### src/hw/rsl_pkg.sv
`default_nettype none
package rsl_pkg;
  // register offsets
  localparam logic [7:0] SRC_CTRL_OFFSET = 8'h1a;
  localparam logic [7:0] DLY_CTRL_OFFSET = 8'h1b;
  localparam logic [7:0] A2_MASK_OFFSET  = 8'h1c;
  // reset values; the real values arrive from one-time memory
  localparam logic [7:0] SRC_CTRL_RESET = 8'h00;
  localparam logic [7:0] DLY_CTRL_RESET = 8'h00;
  localparam logic [7:0] A2_MASK_RESET  = 8'h00;
  // writable bits; the rest read as zero
  localparam logic [7:0] SRC_CTRL_WMASK = 8'h7f;
  localparam logic [7:0] DLY_CTRL_WMASK = 8'h7f;
  localparam logic [7:0] A2_MASK_WMASK  = 8'hff;
  // field positions
  localparam int THR_LSB        = 5;
  localparam int SRC_LSB        = 2;
  localparam int PAIR_MASK_BIT  = 1;
  localparam int B1_MASK_BIT    = 0;
  localparam int TERM_SEL_BIT   = 6;
  localparam int OFF_DLY_LSB    = 3;
  localparam int ON_DLY_LSB     = 0;
  localparam int A2_A3_BIT      = 7;
  localparam int A2_SWITCH_BIT  = 6;
  localparam int A2_RAIL_LSB    = 0;
  localparam int RAIL_COUNT     = 6;
  // timing
  localparam int CLK_HZ         = 50_000_000;
  localparam int MS_PER_S       = 1000;
  localparam int CYC_PER_MS     = CLK_HZ / MS_PER_S;
  localparam logic [6:0] DLY_NONE_MS = 7'h00;
  localparam logic [6:0] DLY_2_MS    = 7'h02;
  localparam logic [6:0] DLY_4_MS    = 7'h04;
  localparam logic [6:0] DLY_8_MS    = 7'h08;
  localparam logic [6:0] DLY_16_MS   = 7'h10;
  localparam logic [6:0] DLY_24_MS   = 7'h18;
  localparam logic [6:0] DLY_32_MS   = 7'h20;
  localparam logic [6:0] DLY_64_MS   = 7'h40;
  // power-good thresholds in millivolts
  localparam logic [11:0] THR_1V5_MV = 12'h5dc;
  localparam logic [11:0] THR_1V8_MV = 12'h708;
  localparam logic [11:0] THR_2V5_MV = 12'h9c4;
  localparam logic [11:0] THR_3V3_MV = 12'hce4;

  typedef enum logic [2:0] {
    SRC_IN1   = 3'h0,
    SRC_IN2   = 3'h1,
    SRC_IN5   = 3'h2,
    SRC_IN4   = 3'h3,
    SRC_IN3   = 3'h4,
    SRC_IN3_4 = 3'h5,
    SRC_IN6   = 3'h6,
    SRC_ONE   = 3'h7
  } rsl_src_t;

  typedef enum logic [1:0] {
    THR_1V5 = 2'h0,
    THR_1V8 = 2'h1,
    THR_2V5 = 2'h2,
    THR_3V3 = 2'h3
  } rsl_thr_t;

  function automatic logic [6:0] rsl_delay_ms(input logic [2:0] code);
    unique case (code)
      3'h0: rsl_delay_ms = DLY_NONE_MS;
      3'h1: rsl_delay_ms = DLY_2_MS;
      3'h2: rsl_delay_ms = DLY_4_MS;
      3'h3: rsl_delay_ms = DLY_8_MS;
      3'h4: rsl_delay_ms = DLY_16_MS;
      3'h5: rsl_delay_ms = DLY_24_MS;
      3'h6: rsl_delay_ms = DLY_32_MS;
      3'h7: rsl_delay_ms = DLY_64_MS;
    endcase
  endfunction

  function automatic logic [11:0] rsl_thr_mv(input logic [1:0] code);
    unique case (code)
      THR_1V5: rsl_thr_mv = THR_1V5_MV;
      THR_1V8: rsl_thr_mv = THR_1V8_MV;
      THR_2V5: rsl_thr_mv = THR_2V5_MV;
      THR_3V3: rsl_thr_mv = THR_3V3_MV;
    endcase
  endfunction
endpackage
`default_nettype wire

### src/hw/rsl_delay_if.sv
`default_nettype none
interface rsl_delay_if;
  logic       req;
  logic [2:0] on_code;
  logic [2:0] off_code;
  logic       en;
  modport ctrl  (output req, output on_code, output off_code, input en);
  modport timer (input req, input on_code, input off_code, output en);
endinterface
`default_nettype wire

### src/hw/rsl_rail_enable.sv
// What this block does
// - two-bit field picks switch A1 good threshold: 1.5, 1.8, 2.5, 3.3 V.
// - three-bit field picks switch A1 enable source; six codes pick one control input.
// - source code 101 enables from control inputs 3 and 4 together.
// - source code 111 feeds a constant one; no pin needed.
// - bit 1 set masks the B2/A1 pair good from switch A1 enable.
// - bit 0 set masks switch B1 good from switch A1 enable.
// - termination enable follows input 3, or input 6 when bit 6 set.
// - bits 5:3 choose falling-edge delay, none up to 64 ms.
// - bits 2:0 choose rising-edge delay with the same code.
// - delays may deviate ten percent from nominal.
// - A2 mask bit 7 set masks regulator A3 good from A2 logic.
// - A2 mask bit 6 set masks switch A1 good from A2 logic.
// - A2 mask bits 5:0 mask step-down rails 6..1 goods.
`default_nettype none
module rsl_rail_enable
  import rsl_pkg::*;
#(
  parameter int CYC_PER_MS_P = CYC_PER_MS
) (
  input  wire logic        CLK_IN,
  input  wire logic        RST_IN,
  input  wire logic [5:0]  CONTROL_INPUT_IN,
  input  wire logic        LOAD_SWITCH_B1_GOOD_IN,
  input  wire logic        PAIR_GOOD_IN,
  input  wire logic        LOAD_SWITCH_A1_GOOD_IN,
  input  wire logic        REGULATOR_A3_GOOD_IN,
  input  wire logic [5:0]  STEP_DOWN_GOOD_IN,
  input  wire logic [7:0]  REG_ADDR_IN,
  input  wire logic [7:0]  REG_WDATA_IN,
  input  wire logic        REG_WR_IN,
  input  wire logic        REG_RD_IN,
  output logic [7:0]       REG_RDATA_OUT,
  output logic             LOAD_SWITCH_A1_ENABLE_OUT,
  output logic [1:0]       SWITCH_A1_THRESHOLD_OUT,
  output logic [11:0]      SWITCH_A1_THRESHOLD_MV_OUT,
  output logic             TERMINATION_ENABLE_OUT,
  output logic             REGULATOR_A2_GOODS_OK_OUT
);
  if (CYC_PER_MS_P < 1 || CYC_PER_MS_P > 65535) begin : g_bad_rate
    $error("rsl_rail_enable: cycles per ms out of range");
  end

  logic [7:0]  src_ctrl_reg, src_ctrl_next;
  logic [7:0]  dly_ctrl_reg, dly_ctrl_next;
  logic [7:0]  a2_mask_reg,  a2_mask_next;
  logic [7:0]  rdata_reg,    rdata_next;
  logic        term_reg,     term_next;
  logic        a2_ok_reg,    a2_ok_next;
  logic        source_level;
  logic        a1_goods_ok;
  logic [7:0]  a2_goods;
  logic [1:0]  thr_code;
  rsl_src_t    src_sel;

  function automatic logic [7:0] rsl_read(
    input logic [7:0] addr,
    input logic [7:0] src,
    input logic [7:0] dlyv,
    input logic [7:0] mask
  );
    unique case (addr)
      SRC_CTRL_OFFSET: rsl_read = src & SRC_CTRL_WMASK;
      DLY_CTRL_OFFSET: rsl_read = dlyv & DLY_CTRL_WMASK;
      A2_MASK_OFFSET:  rsl_read = mask & A2_MASK_WMASK;
      default:         rsl_read = 8'h00;
    endcase
  endfunction

  // register file: writes land at once, reads return one cycle later
  always_comb begin
    src_ctrl_next = src_ctrl_reg;
    dly_ctrl_next = dly_ctrl_reg;
    a2_mask_next  = a2_mask_reg;
    rdata_next    = rdata_reg;
    if (REG_WR_IN) begin
      unique case (REG_ADDR_IN)
        SRC_CTRL_OFFSET: src_ctrl_next = REG_WDATA_IN & SRC_CTRL_WMASK;
        DLY_CTRL_OFFSET: dly_ctrl_next = REG_WDATA_IN & DLY_CTRL_WMASK;
        A2_MASK_OFFSET:  a2_mask_next  = REG_WDATA_IN & A2_MASK_WMASK;
        default: ;
      endcase
    end
    if (REG_RD_IN) begin
      rdata_next = rsl_read(REG_ADDR_IN, src_ctrl_reg, dly_ctrl_reg,
                            a2_mask_reg);
    end
  end

  always_ff @(posedge CLK_IN or posedge RST_IN) begin
    if (RST_IN) begin
      src_ctrl_reg <= SRC_CTRL_RESET;
      dly_ctrl_reg <= DLY_CTRL_RESET;
      a2_mask_reg  <= A2_MASK_RESET;
      rdata_reg    <= 8'h00;
    end else begin
      src_ctrl_reg <= src_ctrl_next;
      dly_ctrl_reg <= dly_ctrl_next;
      a2_mask_reg  <= a2_mask_next;
      rdata_reg    <= rdata_next;
    end
  end

  assign src_sel  = rsl_src_t'(src_ctrl_reg[SRC_LSB +: 3]);
  assign thr_code = src_ctrl_reg[THR_LSB +: 2];

  // the input numbering of the source code is not in order; keep as is
  always_comb begin
    unique case (src_sel)
      SRC_IN1:   source_level = CONTROL_INPUT_IN[0];
      SRC_IN2:   source_level = CONTROL_INPUT_IN[1];
      SRC_IN5:   source_level = CONTROL_INPUT_IN[4];
      SRC_IN4:   source_level = CONTROL_INPUT_IN[3];
      SRC_IN3:   source_level = CONTROL_INPUT_IN[2];
      SRC_IN3_4: source_level = CONTROL_INPUT_IN[2]
                              & CONTROL_INPUT_IN[3];
      SRC_IN6:   source_level = CONTROL_INPUT_IN[5];
      SRC_ONE:   source_level = 1'b1;
    endcase
  end

  assign a1_goods_ok =
      (src_ctrl_reg[PAIR_MASK_BIT] | PAIR_GOOD_IN)
    & (src_ctrl_reg[B1_MASK_BIT] | LOAD_SWITCH_B1_GOOD_IN);

  assign a2_goods = {REGULATOR_A3_GOOD_IN, LOAD_SWITCH_A1_GOOD_IN,
                     STEP_DOWN_GOOD_IN};

  // a masked good counts as good, so an all-ones mask always passes
  always_comb begin
    a2_ok_next = &(a2_mask_reg | a2_goods);
    term_next  = dly_ctrl_reg[TERM_SEL_BIT] ? CONTROL_INPUT_IN[5]
                                            : CONTROL_INPUT_IN[2];
  end

  always_ff @(posedge CLK_IN or posedge RST_IN) begin
    if (RST_IN) begin
      term_reg  <= 1'b0;
      a2_ok_reg <= 1'b0;
    end else begin
      term_reg  <= term_next;
      a2_ok_reg <= a2_ok_next;
    end
  end

  rsl_delay_if a1_dly ();
  assign a1_dly.req      = source_level & a1_goods_ok;
  assign a1_dly.on_code  = dly_ctrl_reg[ON_DLY_LSB +: 3];
  assign a1_dly.off_code = dly_ctrl_reg[OFF_DLY_LSB +: 3];

  rsl_edge_timer #(
    .CYC_PER_MS_P (CYC_PER_MS_P)
  ) u_a1_timer (
    .clk_in (CLK_IN),
    .rst_in (RST_IN),
    .dly    (a1_dly.timer)
  );

  assign REG_RDATA_OUT              = rdata_reg;
  assign LOAD_SWITCH_A1_ENABLE_OUT  = a1_dly.en;
  assign SWITCH_A1_THRESHOLD_OUT    = thr_code;
  assign SWITCH_A1_THRESHOLD_MV_OUT = rsl_thr_mv(thr_code);
  assign TERMINATION_ENABLE_OUT     = term_reg;
  assign REGULATOR_A2_GOODS_OK_OUT  = a2_ok_reg;

  chk_threshold_map:
    assert property (@(posedge CLK_IN) disable iff (RST_IN)
      (thr_code == THR_1V5) == (SWITCH_A1_THRESHOLD_MV_OUT == THR_1V5_MV)
      && (thr_code == THR_3V3) == (SWITCH_A1_THRESHOLD_MV_OUT == THR_3V3_MV))
    else $error("threshold does not follow its field");
  chk_in6_source:
    assert property (@(posedge CLK_IN) disable iff (RST_IN)
      src_sel == SRC_IN6 && !CONTROL_INPUT_IN[5] |-> !a1_dly.req)
    else $error("input six source enabled while low");
  chk_const_source:
    assert property (@(posedge CLK_IN) disable iff (RST_IN)
      src_sel == SRC_ONE && a1_goods_ok |-> a1_dly.req)
    else $error("constant source did not request enable");
  chk_pair_source:
    assert property (@(posedge CLK_IN) disable iff (RST_IN)
      src_sel == SRC_IN3_4 && !(CONTROL_INPUT_IN[2] && CONTROL_INPUT_IN[3])
      |-> !a1_dly.req)
    else $error("combined source enabled without both inputs");
  chk_pair_mask:
    assert property (@(posedge CLK_IN) disable iff (RST_IN)
      !src_ctrl_reg[PAIR_MASK_BIT] && !PAIR_GOOD_IN |-> !a1_dly.req)
    else $error("unmasked pair good ignored");
  chk_b1_mask:
    assert property (@(posedge CLK_IN) disable iff (RST_IN)
      !src_ctrl_reg[B1_MASK_BIT] && !LOAD_SWITCH_B1_GOOD_IN
      |-> !a1_dly.req)
    else $error("unmasked B1 good ignored");
  chk_term_select:
    assert property (@(posedge CLK_IN) disable iff (RST_IN)
      ##1 TERMINATION_ENABLE_OUT == ($past(dly_ctrl_reg[TERM_SEL_BIT])
        ? $past(CONTROL_INPUT_IN[5]) : $past(CONTROL_INPUT_IN[2])))
    else $error("termination enable from wrong input");
  chk_a2_goods:
    assert property (@(posedge CLK_IN) disable iff (RST_IN)
      (a2_mask_reg | a2_goods) != 8'hff |=> !REGULATOR_A2_GOODS_OK_OUT)
    else $error("A2 passed with an unmasked bad good");
  chk_a2_all_masked:
    assert property (@(posedge CLK_IN) disable iff (RST_IN)
      a2_mask_reg == 8'hff |=> REGULATOR_A2_GOODS_OK_OUT)
    else $error("fully masked A2 goods still block");
  chk_a2_a3_mask:
    assert property (@(posedge CLK_IN) disable iff (RST_IN)
      a2_mask_reg[A2_A3_BIT] && a2_mask_reg[A2_SWITCH_BIT]
      && (&(a2_mask_reg[5:0] | STEP_DOWN_GOOD_IN))
      |=> REGULATOR_A2_GOODS_OK_OUT)
    else $error("masked goods still block A2");
  chk_enable_gate:
    assert property (@(posedge CLK_IN) disable iff (RST_IN)
      $rose(LOAD_SWITCH_A1_ENABLE_OUT) |-> $past(a1_dly.req))
    else $error("switch enabled without a request");
  cov_a1_on: cover property (@(posedge CLK_IN) disable iff (RST_IN)
    $rose(LOAD_SWITCH_A1_ENABLE_OUT));
  cov_term_six: cover property (@(posedge CLK_IN) disable iff (RST_IN)
    dly_ctrl_reg[TERM_SEL_BIT] && TERMINATION_ENABLE_OUT);
endmodule // rsl_rail_enable
`default_nettype wire

### src/hw/rsl_edge_timer.sv
`default_nettype none
module rsl_edge_timer
  import rsl_pkg::*;
#(
  parameter int CYC_PER_MS_P = CYC_PER_MS
) (
  input  wire logic   clk_in,
  input  wire logic   rst_in,
  rsl_delay_if.timer  dly
);
  // the prescaler is 16 bits wide, so a faster clock (over 65535 cycles per ms) cannot be served
  if (CYC_PER_MS_P < 1 || CYC_PER_MS_P > 65535) begin : g_bad_rate
    $error("rsl_edge_timer: cycles per ms out of range");
  end

  typedef enum logic [1:0] {
    TMR_IDLE     = 2'b00,
    TMR_WAIT_ON  = 2'b01,
    TMR_WAIT_OFF = 2'b10
  } rsl_tmr_t;

  localparam logic [15:0] PRE_LAST = 16'(CYC_PER_MS_P - 1);

  rsl_tmr_t    state_reg, state_next;
  logic [15:0] pre_reg,   pre_next;
  logic [6:0]  ms_reg,    ms_next;
  logic        en_reg,    en_next;
  logic [6:0]  target_ms;

  // the prescaler restarts on every edge so a delay is whole milliseconds
  always_comb begin
    state_next = state_reg;
    pre_next   = pre_reg;
    ms_next    = ms_reg;
    en_next    = en_reg;
    // nominal delay, exact; the allowed ten percent spread is never used
    target_ms  = rsl_delay_ms(dly.req ? dly.on_code
                                      : dly.off_code);
    unique case (state_reg)
      TMR_IDLE: begin
        if (dly.req != en_reg) begin
          if (target_ms == DLY_NONE_MS) begin
            en_next = dly.req;
          end else begin
            state_next = dly.req ? TMR_WAIT_ON : TMR_WAIT_OFF;
            pre_next   = 16'h0000;
            ms_next    = 7'h00;
          end
        end
      end
      TMR_WAIT_ON, TMR_WAIT_OFF: begin
        if (dly.req == en_reg) begin
          state_next = TMR_IDLE;
        end else if (pre_reg == PRE_LAST) begin
          pre_next = 16'h0000;
          if (ms_reg + 7'h01 >= target_ms) begin
            en_next    = dly.req;
            state_next = TMR_IDLE;
          end else begin
            ms_next = ms_reg + 7'h01;
          end
        end else begin
          pre_next = pre_reg + 16'h0001;
        end
      end
      default: state_next = TMR_IDLE;
    endcase
  end

  always_ff @(posedge clk_in or posedge rst_in) begin
    if (rst_in) begin
      state_reg <= TMR_IDLE;
      pre_reg   <= 16'h0000;
      ms_reg    <= 7'h00;
      en_reg    <= 1'b0;
    end else begin
      state_reg <= state_next;
      pre_reg   <= pre_next;
      ms_reg    <= ms_next;
      en_reg    <= en_next;
    end
  end

  assign dly.en = en_reg;

  chk_zero_delay_edge:
    assert property (@(posedge clk_in) disable iff (rst_in)
      state_reg == TMR_IDLE && dly.req != en_reg && target_ms == DLY_NONE_MS
      |=> en_reg == $past(dly.req))
    else $error("zero delay edge not passed through");
  chk_no_early_change:
    assert property (@(posedge clk_in) disable iff (rst_in)
      $changed(en_reg) |-> $past(state_reg) == TMR_IDLE
        || $past(pre_reg) == PRE_LAST)
    else $error("enable changed inside a millisecond");
  chk_cancel_pending:
    assert property (@(posedge clk_in) disable iff (rst_in)
      state_reg != TMR_IDLE && dly.req == en_reg
      |=> state_reg == TMR_IDLE && $stable(en_reg))
    else $error("pending delay not cancelled");
  // a cancelled wait switches the target to the other field; skip that cycle
  chk_ms_bound:
    assert property (@(posedge clk_in) disable iff (rst_in)
      state_reg != TMR_IDLE && dly.req != en_reg |-> ms_reg < target_ms)
    else $error("millisecond count past target");
  cov_wait_on: cover property (@(posedge clk_in) disable iff (rst_in)
    state_reg == TMR_WAIT_ON ##1 $rose(en_reg));
  cov_wait_off: cover property (@(posedge clk_in) disable iff (rst_in)
    state_reg == TMR_WAIT_OFF ##1 $fell(en_reg));
  cov_cancel: cover property (@(posedge clk_in) disable iff (rst_in)
    state_reg != TMR_IDLE && dly.req == en_reg);
endmodule // rsl_edge_timer
`default_nettype wire

### config.mk
export PLATFORM = sky130hd
export DESIGN_NAME = rsl_rail_enable
export DESIGN_NICKNAME = d
export VERILOG_FILES = /design/src/hw/rsl_pkg.sv /design/src/hw/rsl_delay_if.sv /design/src/hw/rsl_rail_enable.sv /design/src/hw/rsl_edge_timer.sv
export SDC_FILE = /design/constraint.sdc
export NUM_CORES = 1
export LEC_CHECK = 0
export ABC_AREA = 0
export BUFFER_PORTS_ARGS = -buffer_cell sky130_fd_sc_hd__clkbuf_2
export CORE_ASPECT_RATIO = 2
export CORE_MARGIN = 2
export CORE_UTILIZATION = 56
export DETAILED_ROUTE_END_ITERATION = 10
export PLACE_DENSITY = 0.91
export SYNTH_ARGS = -nofsm -noshare
export SYNTH_HDL_FRONTEND = slang
export SYNTH_SLANG_ARGS = --single-unit
### constraint.sdc
create_clock -name CLK_IN -period 3.8 [get_ports CLK_IN]
set_input_delay 0.38 -clock CLK_IN [delete_from_list [all_inputs] [get_ports CLK_IN]]
set_output_delay 0.38 -clock CLK_IN [all_outputs]
set_load 0.05 [all_outputs]
# == Word level (Yosys, flattened, before mapping) ==
# Memories as Yosys holds them, arrays and structs flattened.
# Index checks and enable logic that the tools add are counted.
# totals
out_inout_bits,25
regBits,58
n_memories,1
rom_bits,48
wordCells,90
# classes
n_lt_le_gt_ge,1
bitwise_logic,6
n_addsub,2
n_reduce_logical,14
mux,29
n_eq_ne,27
# mem_list
name,depth,word_bits,rd,rd_ports_with_merged_regs,write_ports,line_no,text
(no name shown),8,6,1,0,0,rsl_pkg.sv:64,unique case (code)
# op_table
op,count
16-bit 2-to-1 mux,4
12-bit case mux with 4 select lines,1
7-bit 2-to-1 mux,5
16-bit case mux with 2 select lines,1
8-bit by 5-bit equality test with 1-bit output (second input constant),3
8-bit case mux with 3 select lines,1
16-bit by 1-bit adder with 16-bit output (second input constant),1
16-bit equality test (second input constant),1
7-bit case mux with 2 select lines,1
3-bit equality test (second input constant),4
2-bit 2-to-1 mux,6
6-bit AND reduction,2
2-bit by 1-bit != test with 1-bit output (second input constant),4
8-bit bitwise OR,1
1-bit case mux with 8 select lines,1
4-bit AND reduction,2
8-bit AND reduction,1
7-bit by 1-bit adder with 7-bit output (second input constant),1
7-bit >= comparator,1
7-bit zero test,1
2-bit equality test (second input constant),3
3-bit by 2-bit equality test with 1-bit output (second input constant),2
1-bit 2-to-1 mux,6
2-bit != test (second input constant),3
15 further kinds,23

# == Longest topological paths before layout ==
# An unclocked memory read counts as a cell.
# depth
word_depth,10
depth_mapped,15
ltp_nobuf,13

# == Cells and area by module ==
# Synthesis repeated with hierarchy kept, for this count alone.
# unflattened
cells_unflattened,337
hier_area_um2,3403.3
# by_module_without_submodules
module,area_per_inst_um2,cells_each,n_inst
rsl_edge_timer,1818.0,208,1
rsl_rail_enable,1585.3,129,1

# == Worst setup path after synthesis ==
# Ideal clock, no wire load.
# synth_path
kind,register -> register
from,reg src_ctrl_reg[4]
to,"reg u_a1_timer.en_reg, in the netlist u_a1_timer.dly.en"
path_slack_ns,0.491
required_ns,3.675
stages_incl_launch_ff,14
setup_time_ns,0.125
synth_period_minus_slack_ns,3.309
t_arrival_ns,3.184
cell_sequence,dfrtp_1 buf_6 nor3_1 a21oi_1 o211ai_1 mux2i_1 or2b_1 ha_1 o21ai_0 a21oi_1 o21ai_0 o21ai_0 o211ai_1 mux2_2
# synth_between
elab_chain_len,8
word_cells_on_any_way,27
cone_classes,order compare (1); eq/ne (13); mux (8); bitwise (1); reduce/logical (3); memory (1)
# synth_lines
item,line_no,text
start: declaration,rsl_rail_enable.sv:44,"logic [7:0] src_ctrl_reg, src_ctrl_next;"
start signal: assignment,rsl_rail_enable.sv:97,src_ctrl_reg <= src_ctrl_next;
3-bit equality test (tied with other cells),rsl_rail_enable.sv:109,unique case (src_sel)
1-bit case mux with 8 select lines (*),rsl_rail_enable.sv:109,
1-bit AND (*),rsl_rail_enable.sv:147,assign a1_dly.req = source_level & a1_goods_ok;
3-bit 2-to-1 mux,rsl_edge_timer.sv:37,target_ms = rsl_delay_ms(dly.req ? dly.on_code
memory 8 x 6 bit,--,
7-bit >= comparator or 7-bit zero test (tied branches),"rsl_edge_timer.sv:56, rsl_edge_timer.sv:42",
2-bit by 1-bit != test with 1-bit output (no line),--,
6-bit AND reduction (no line),--,
end signal: assignment,rsl_edge_timer.sv:80,en_reg <= en_next;
end: declaration,rsl_edge_timer.sv:27,"logic en_reg, en_next;"
# Mark *: on every way between the ends. The rest lies on a longest branch, timed or not. The select of a mux whose other input is x is not followed.
# A chain may end at the register's enable or synchronous reset.

# == Final worst setup path ==
# Same ends and word-level chain as after synthesis.

==> results.txt <==
* Chip height: 116 um
* Diodes inserted: 0
- The net count of the finished layout is 463.
- Routability-driven placement finished with a final weighted congestion of 0.896.
* Pwr per Cell Area: 510 nW/um^2
- Library cell occupying the most area in the post-synthesis netlist: sky130_fd_sc_hd__dfrtp_1
- Fraction of synthesized cell area taken by the top area cell type: 41.3%
* Area of the placeable core: 6060 um^2
* Path depth of the worst reg2reg path: 14
- Number of design rule violations left after detail routing: 0
* Cell area after placement: 3840 um^2
- TritonCTS built the clock tree.
- Across all setup checks in the final design, the least slack found is -0.0328 ns.
- In this run the tightest slew margin relative to its limit is 48.2%.
* Number of instances in the synthesized netlist: 355
- In this run the core area contains 40 standard-cell rows.
- By area the synthesized netlist is led by sky130_fd_sc_hd__dfrtp_1 (41%), sky130_fd_sc_hd__mux2_2 (9.9%), sky130_fd_sc_hd__mux2i_1 (4.3%), sky130_fd_sc_hd__nand2_1 (3.7%), sky130_fd_sc_hd__ha_1 (3.2%).
- Once the floorplan was initialized, standard cells occupied 58.1% of the core.
* Critical R2R Capture: u_a1_timer.dly.en
* Overall overflow remaining after global route: 0
* TritonCTS Buffers: 9
* Reg2reg setup slack: -0.03 ns
* Area added between synthesis and finish: 18.8%
- Flip-flop count of the largest register, all copies and words added: 16
- Sum of internal, switching and leakage power: 2.13 mW
* Worst Setup Slack post-DPL: 0.228 ns
- Die span in x: 60.0 um
- Area of the die: 6970 um^2
- Top FF cell, synth: sky130_fd_sc_hd__dfrtp_1
- Worst hold margin: 0.0410 ns
- Setup violations remaining at the end of the flow were counted as 1.
* Worst Tran Pin Value: 0.774 ns
- GRT Util Overall: 29.2%
* Vias in the first global route: 3218
- Count of placed standard cells including taps: 485
- The internal portion of the total power is 1.36 mW.
- The final reports fail on setup timing.
- Detailed-routing iteration count for the pre-antenna-repair pass: 4
* Post-route clock period utilization: 101%
- Timing would allow up to 261 MHz.
- A synthesized cell averages 9.90 um^2.
- Number of clock sinks: 58
* Fraction of registers with async set or reset after synthesis: 100%
- Max-cap violation count: 0
* Seq/Total Area, Yosys: 41.3%
- Counting flops with a built-in enable in the synthesized netlist gives 0.
- Summing all non-filler instances in the final layout gives an area of 4180 um^2.
- Counting along the longest clock path gives a buffer depth of 2.
* Number of failing hold endpoints at the final stage: 0
- The run finished, with violations left.
- The final layout contains routed wiring with a total length of 9.53 mm.
- The worst hold path belongs to the class primary input to async pin.
- Entering global routing, the biggest net connects 38 pins.
- The finished layout holds 507 standard cells, fillers aside.
- I/O Pins: 61
- In this run the static leakage power is 1.97 nW.
- Number of DRC violations after detailed-routing iteration 0: 138
- Adding up every negative setup slack in the final design gives -0.0328 ns.
* Reg2reg start: src_ctrl_reg[4]
- Root Driver: sky130_fd_sc_hd__clkbuf_16
* Half-perimeter wire length after detailed placement: 6.76 mm
- Clock share of power: 33.5%
- Net switching is 36.0% of the power.
* Worst Clk Skew: 0.00569 ns
- Counting flops and latches in the post-synthesis netlist gives 58.
- Logic pwr share: 30.4%
* Average detailed-routed wire length per instance: 18.8 um
- The worst-case IR drop observed on VDD is 0.000392 V.
- At the worst endpoint, the arrival time is 4.04 ns.
- Classification of the worst setup path: register to register
- Cell area after synthesis: 3520 um^2
* Kind of start point of the critical path: register
- First-pass GRT wire length: 14.8 mm
- Once detail routing completed, the nets flagged for antenna violations numbered 0.
- Critical path endpoint category: register
* Net switching power figure: 0.768 mW
- Ratio of routed vias to standard cells: 6.16
* Count of final max-slew check failures: 0
- Fraction of final layout cells sized beyond drive strength 1: 32.2%
- Clock-pin slew was measured on the worst setup and hold paths at 0.05 ns.
* Cts hold-fix bufs: 0
- Port buffering added 58 buffers.
* Max Fanout on Critical Path: 7
- Counting distinct cell types in the post-synthesis netlist gives 55.
- Per report_power, the sequential group accounts for 36.1% of the total.
- Final critical path time including I/O delays and setup: 3.83 ns
* Antenna violations before repair: 0
- Number of levels the H-tree was split into: 3
* Core utilization of the finished layout: 68.9%
- STA puts the critical path data required time at 4.01 ns.
- The later pin in the worst-skew pair is clocked with a latency of 0.33 ns.
* Total number of yosys warnings: 0
- For this block, the via count after detailed routing is 3124.
## metal layers
metal  track usage, %  share of wire, %  vias up
met4             20.6               6.7        0
met3             7.48               4.9       57
met2             52.8                56      149
met1             26.6                32     1505
li1                 -                 -     1413
met5                0                 0        -
## cells in the mapped netlist (3+ instances only)
cell type and n:
sky130_fd_sc_hd__nand3_1 16, sky130_fd_sc_hd__clkbuf_1 7, sky130_fd_sc_hd__xnor2_1 5, sky130_fd_sc_hd__o211ai_1 6
sky130_fd_sc_hd__o22ai_1 9, sky130_fd_sc_hd__inv_1 19, sky130_fd_sc_hd__buf_4 6, sky130_fd_sc_hd__a21oi_1 13
sky130_fd_sc_hd__mux2i_1 15, sky130_fd_sc_hd__nor2_1 25, sky130_fd_sc_hd__mux2_2 31, sky130_fd_sc_hd__o21ai_0 14
sky130_fd_sc_hd__and4b_1 3, sky130_fd_sc_hd__nor3_1 8, sky130_fd_sc_hd__ha_1 9, sky130_fd_sc_hd__buf_6 3
sky130_fd_sc_hd__a22o_1 6, sky130_fd_sc_hd__dfrtp_1 58, sky130_fd_sc_hd__or3_1 7, sky130_fd_sc_hd__a22oi_1 8
sky130_fd_sc_hd__a21o_1 3, sky130_fd_sc_hd__nand2_1 35, sky130_fd_sc_hd__nand2b_1 6
## logic make-up (layout without fill, tap and decap cells)
kind of cell | count (synthesis) | after routing | synth area share (%)
flip-flops | 58 | 58 | 41.3
AND/OR/NAND/NOR | 120 | 120 | 17.8
multiplexers | 49 | 49 | 15.9
adder cells (fa/ha/maj) | 9 | 9 | 3.20
XOR/XNOR | 7 | 7 | 1.74
buffers and inverters | 37 | 104 | 5.30
AO/OA/AOI/OAI | 74 | 74 | 14.7
other | 1 | 2 | 0.107
## worst max-delay path by stage
stage	startpoint	to	slack, ns
final	src_ctrl_reg[4]	u_a1_timer.dly.en	-0.03
after global routing	src_ctrl_reg[4]	u_a1_timer.dly.en	-0.23
after floorplan	src_ctrl_reg[4]	u_a1_timer.dly.en	0.49
after global placement	src_ctrl_reg[4]	u_a1_timer.dly.en	0.45
after detailed placement	src_ctrl_reg[4]	u_a1_timer.dly.en	0.23
after CTS	src_ctrl_reg[3]	u_a1_timer.dly.en	0.05
## cell type report
cell class	instances	area, um^2
Clock buffer	11	233
Timing Repair Buffer	69	373
Clock inverter	5	31.3
Sequential cell	58	1450
Tap cell	84	105
Multi-Input combinational cell	261	1910
Inverter	19	71.3
Fill cell	429	1880
## power groups by stage
stage / Clock [mW] / Sequential (mW) / Combinational [mW]
2_1_floorplan: 0 / 0.774 / 0.437
3_3_place_gp: 0 / 0.766 / 0.576
3_5_place_dp: 0 / 0.772 / 0.609
4_1_cts: 0.722 / 0.765 / 0.617
5_1_grt: 0.750 / 0.776 / 0.701
6_report: 0.714 / 0.769 / 0.647
## cell usage in the layout (no fill, tap or decap), types with 7 or more instances in the layout
master / netlist / layout
sky130_fd_sc_hd__a21oi_1: 13 / 11
sky130_fd_sc_hd__a22oi_1: 8 / 8
sky130_fd_sc_hd__buf_4: 6 / 11
sky130_fd_sc_hd__clkbuf_16: 0 / 9
sky130_fd_sc_hd__clkbuf_2: 0 / 58
sky130_fd_sc_hd__dfrtp_1: 58 / 56
sky130_fd_sc_hd__ha_1: 9 / 9
sky130_fd_sc_hd__inv_1: 19 / 18
sky130_fd_sc_hd__mux2_2: 31 / 31
sky130_fd_sc_hd__mux2i_1: 15 / 13
sky130_fd_sc_hd__nand2_1: 35 / 35
sky130_fd_sc_hd__nand3_1: 16 / 16
sky130_fd_sc_hd__nor2_1: 25 / 25
sky130_fd_sc_hd__nor3_1: 8 / 7
sky130_fd_sc_hd__o21ai_0: 14 / 14
sky130_fd_sc_hd__o22ai_1: 9 / 9
sky130_fd_sc_hd__or3_1: 7 / 7
## critical path, stage by stage (launching register included)
cell                       delay (ns)
sky130_fd_sc_hd__dfrtp_2         0.46
sky130_fd_sc_hd__mux2i_1         0.26
sky130_fd_sc_hd__a21oi_2         0.13
sky130_fd_sc_hd__o211ai_1        0.61
sky130_fd_sc_hd__mux2i_2         0.19
sky130_fd_sc_hd__buf_4           0.18
sky130_fd_sc_hd__or3_1           0.37
sky130_fd_sc_hd__ha_1            0.18
sky130_fd_sc_hd__nor2_1          0.20
sky130_fd_sc_hd__nand2_1         0.12
sky130_fd_sc_hd__o21ai_0         0.23
sky130_fd_sc_hd__o21ai_0         0.12
sky130_fd_sc_hd__buf_4           0.19
sky130_fd_sc_hd__o211ai_1        0.11
sky130_fd_sc_hd__mux2_2          0.36
## repair_timing
action | CTS | global route
setup buffers | 0 | 6
resized for setup | 0 | 8
setup endpoints to repair | 0 | 10
No activity file was read; power rests on OpenSTA's default activity.
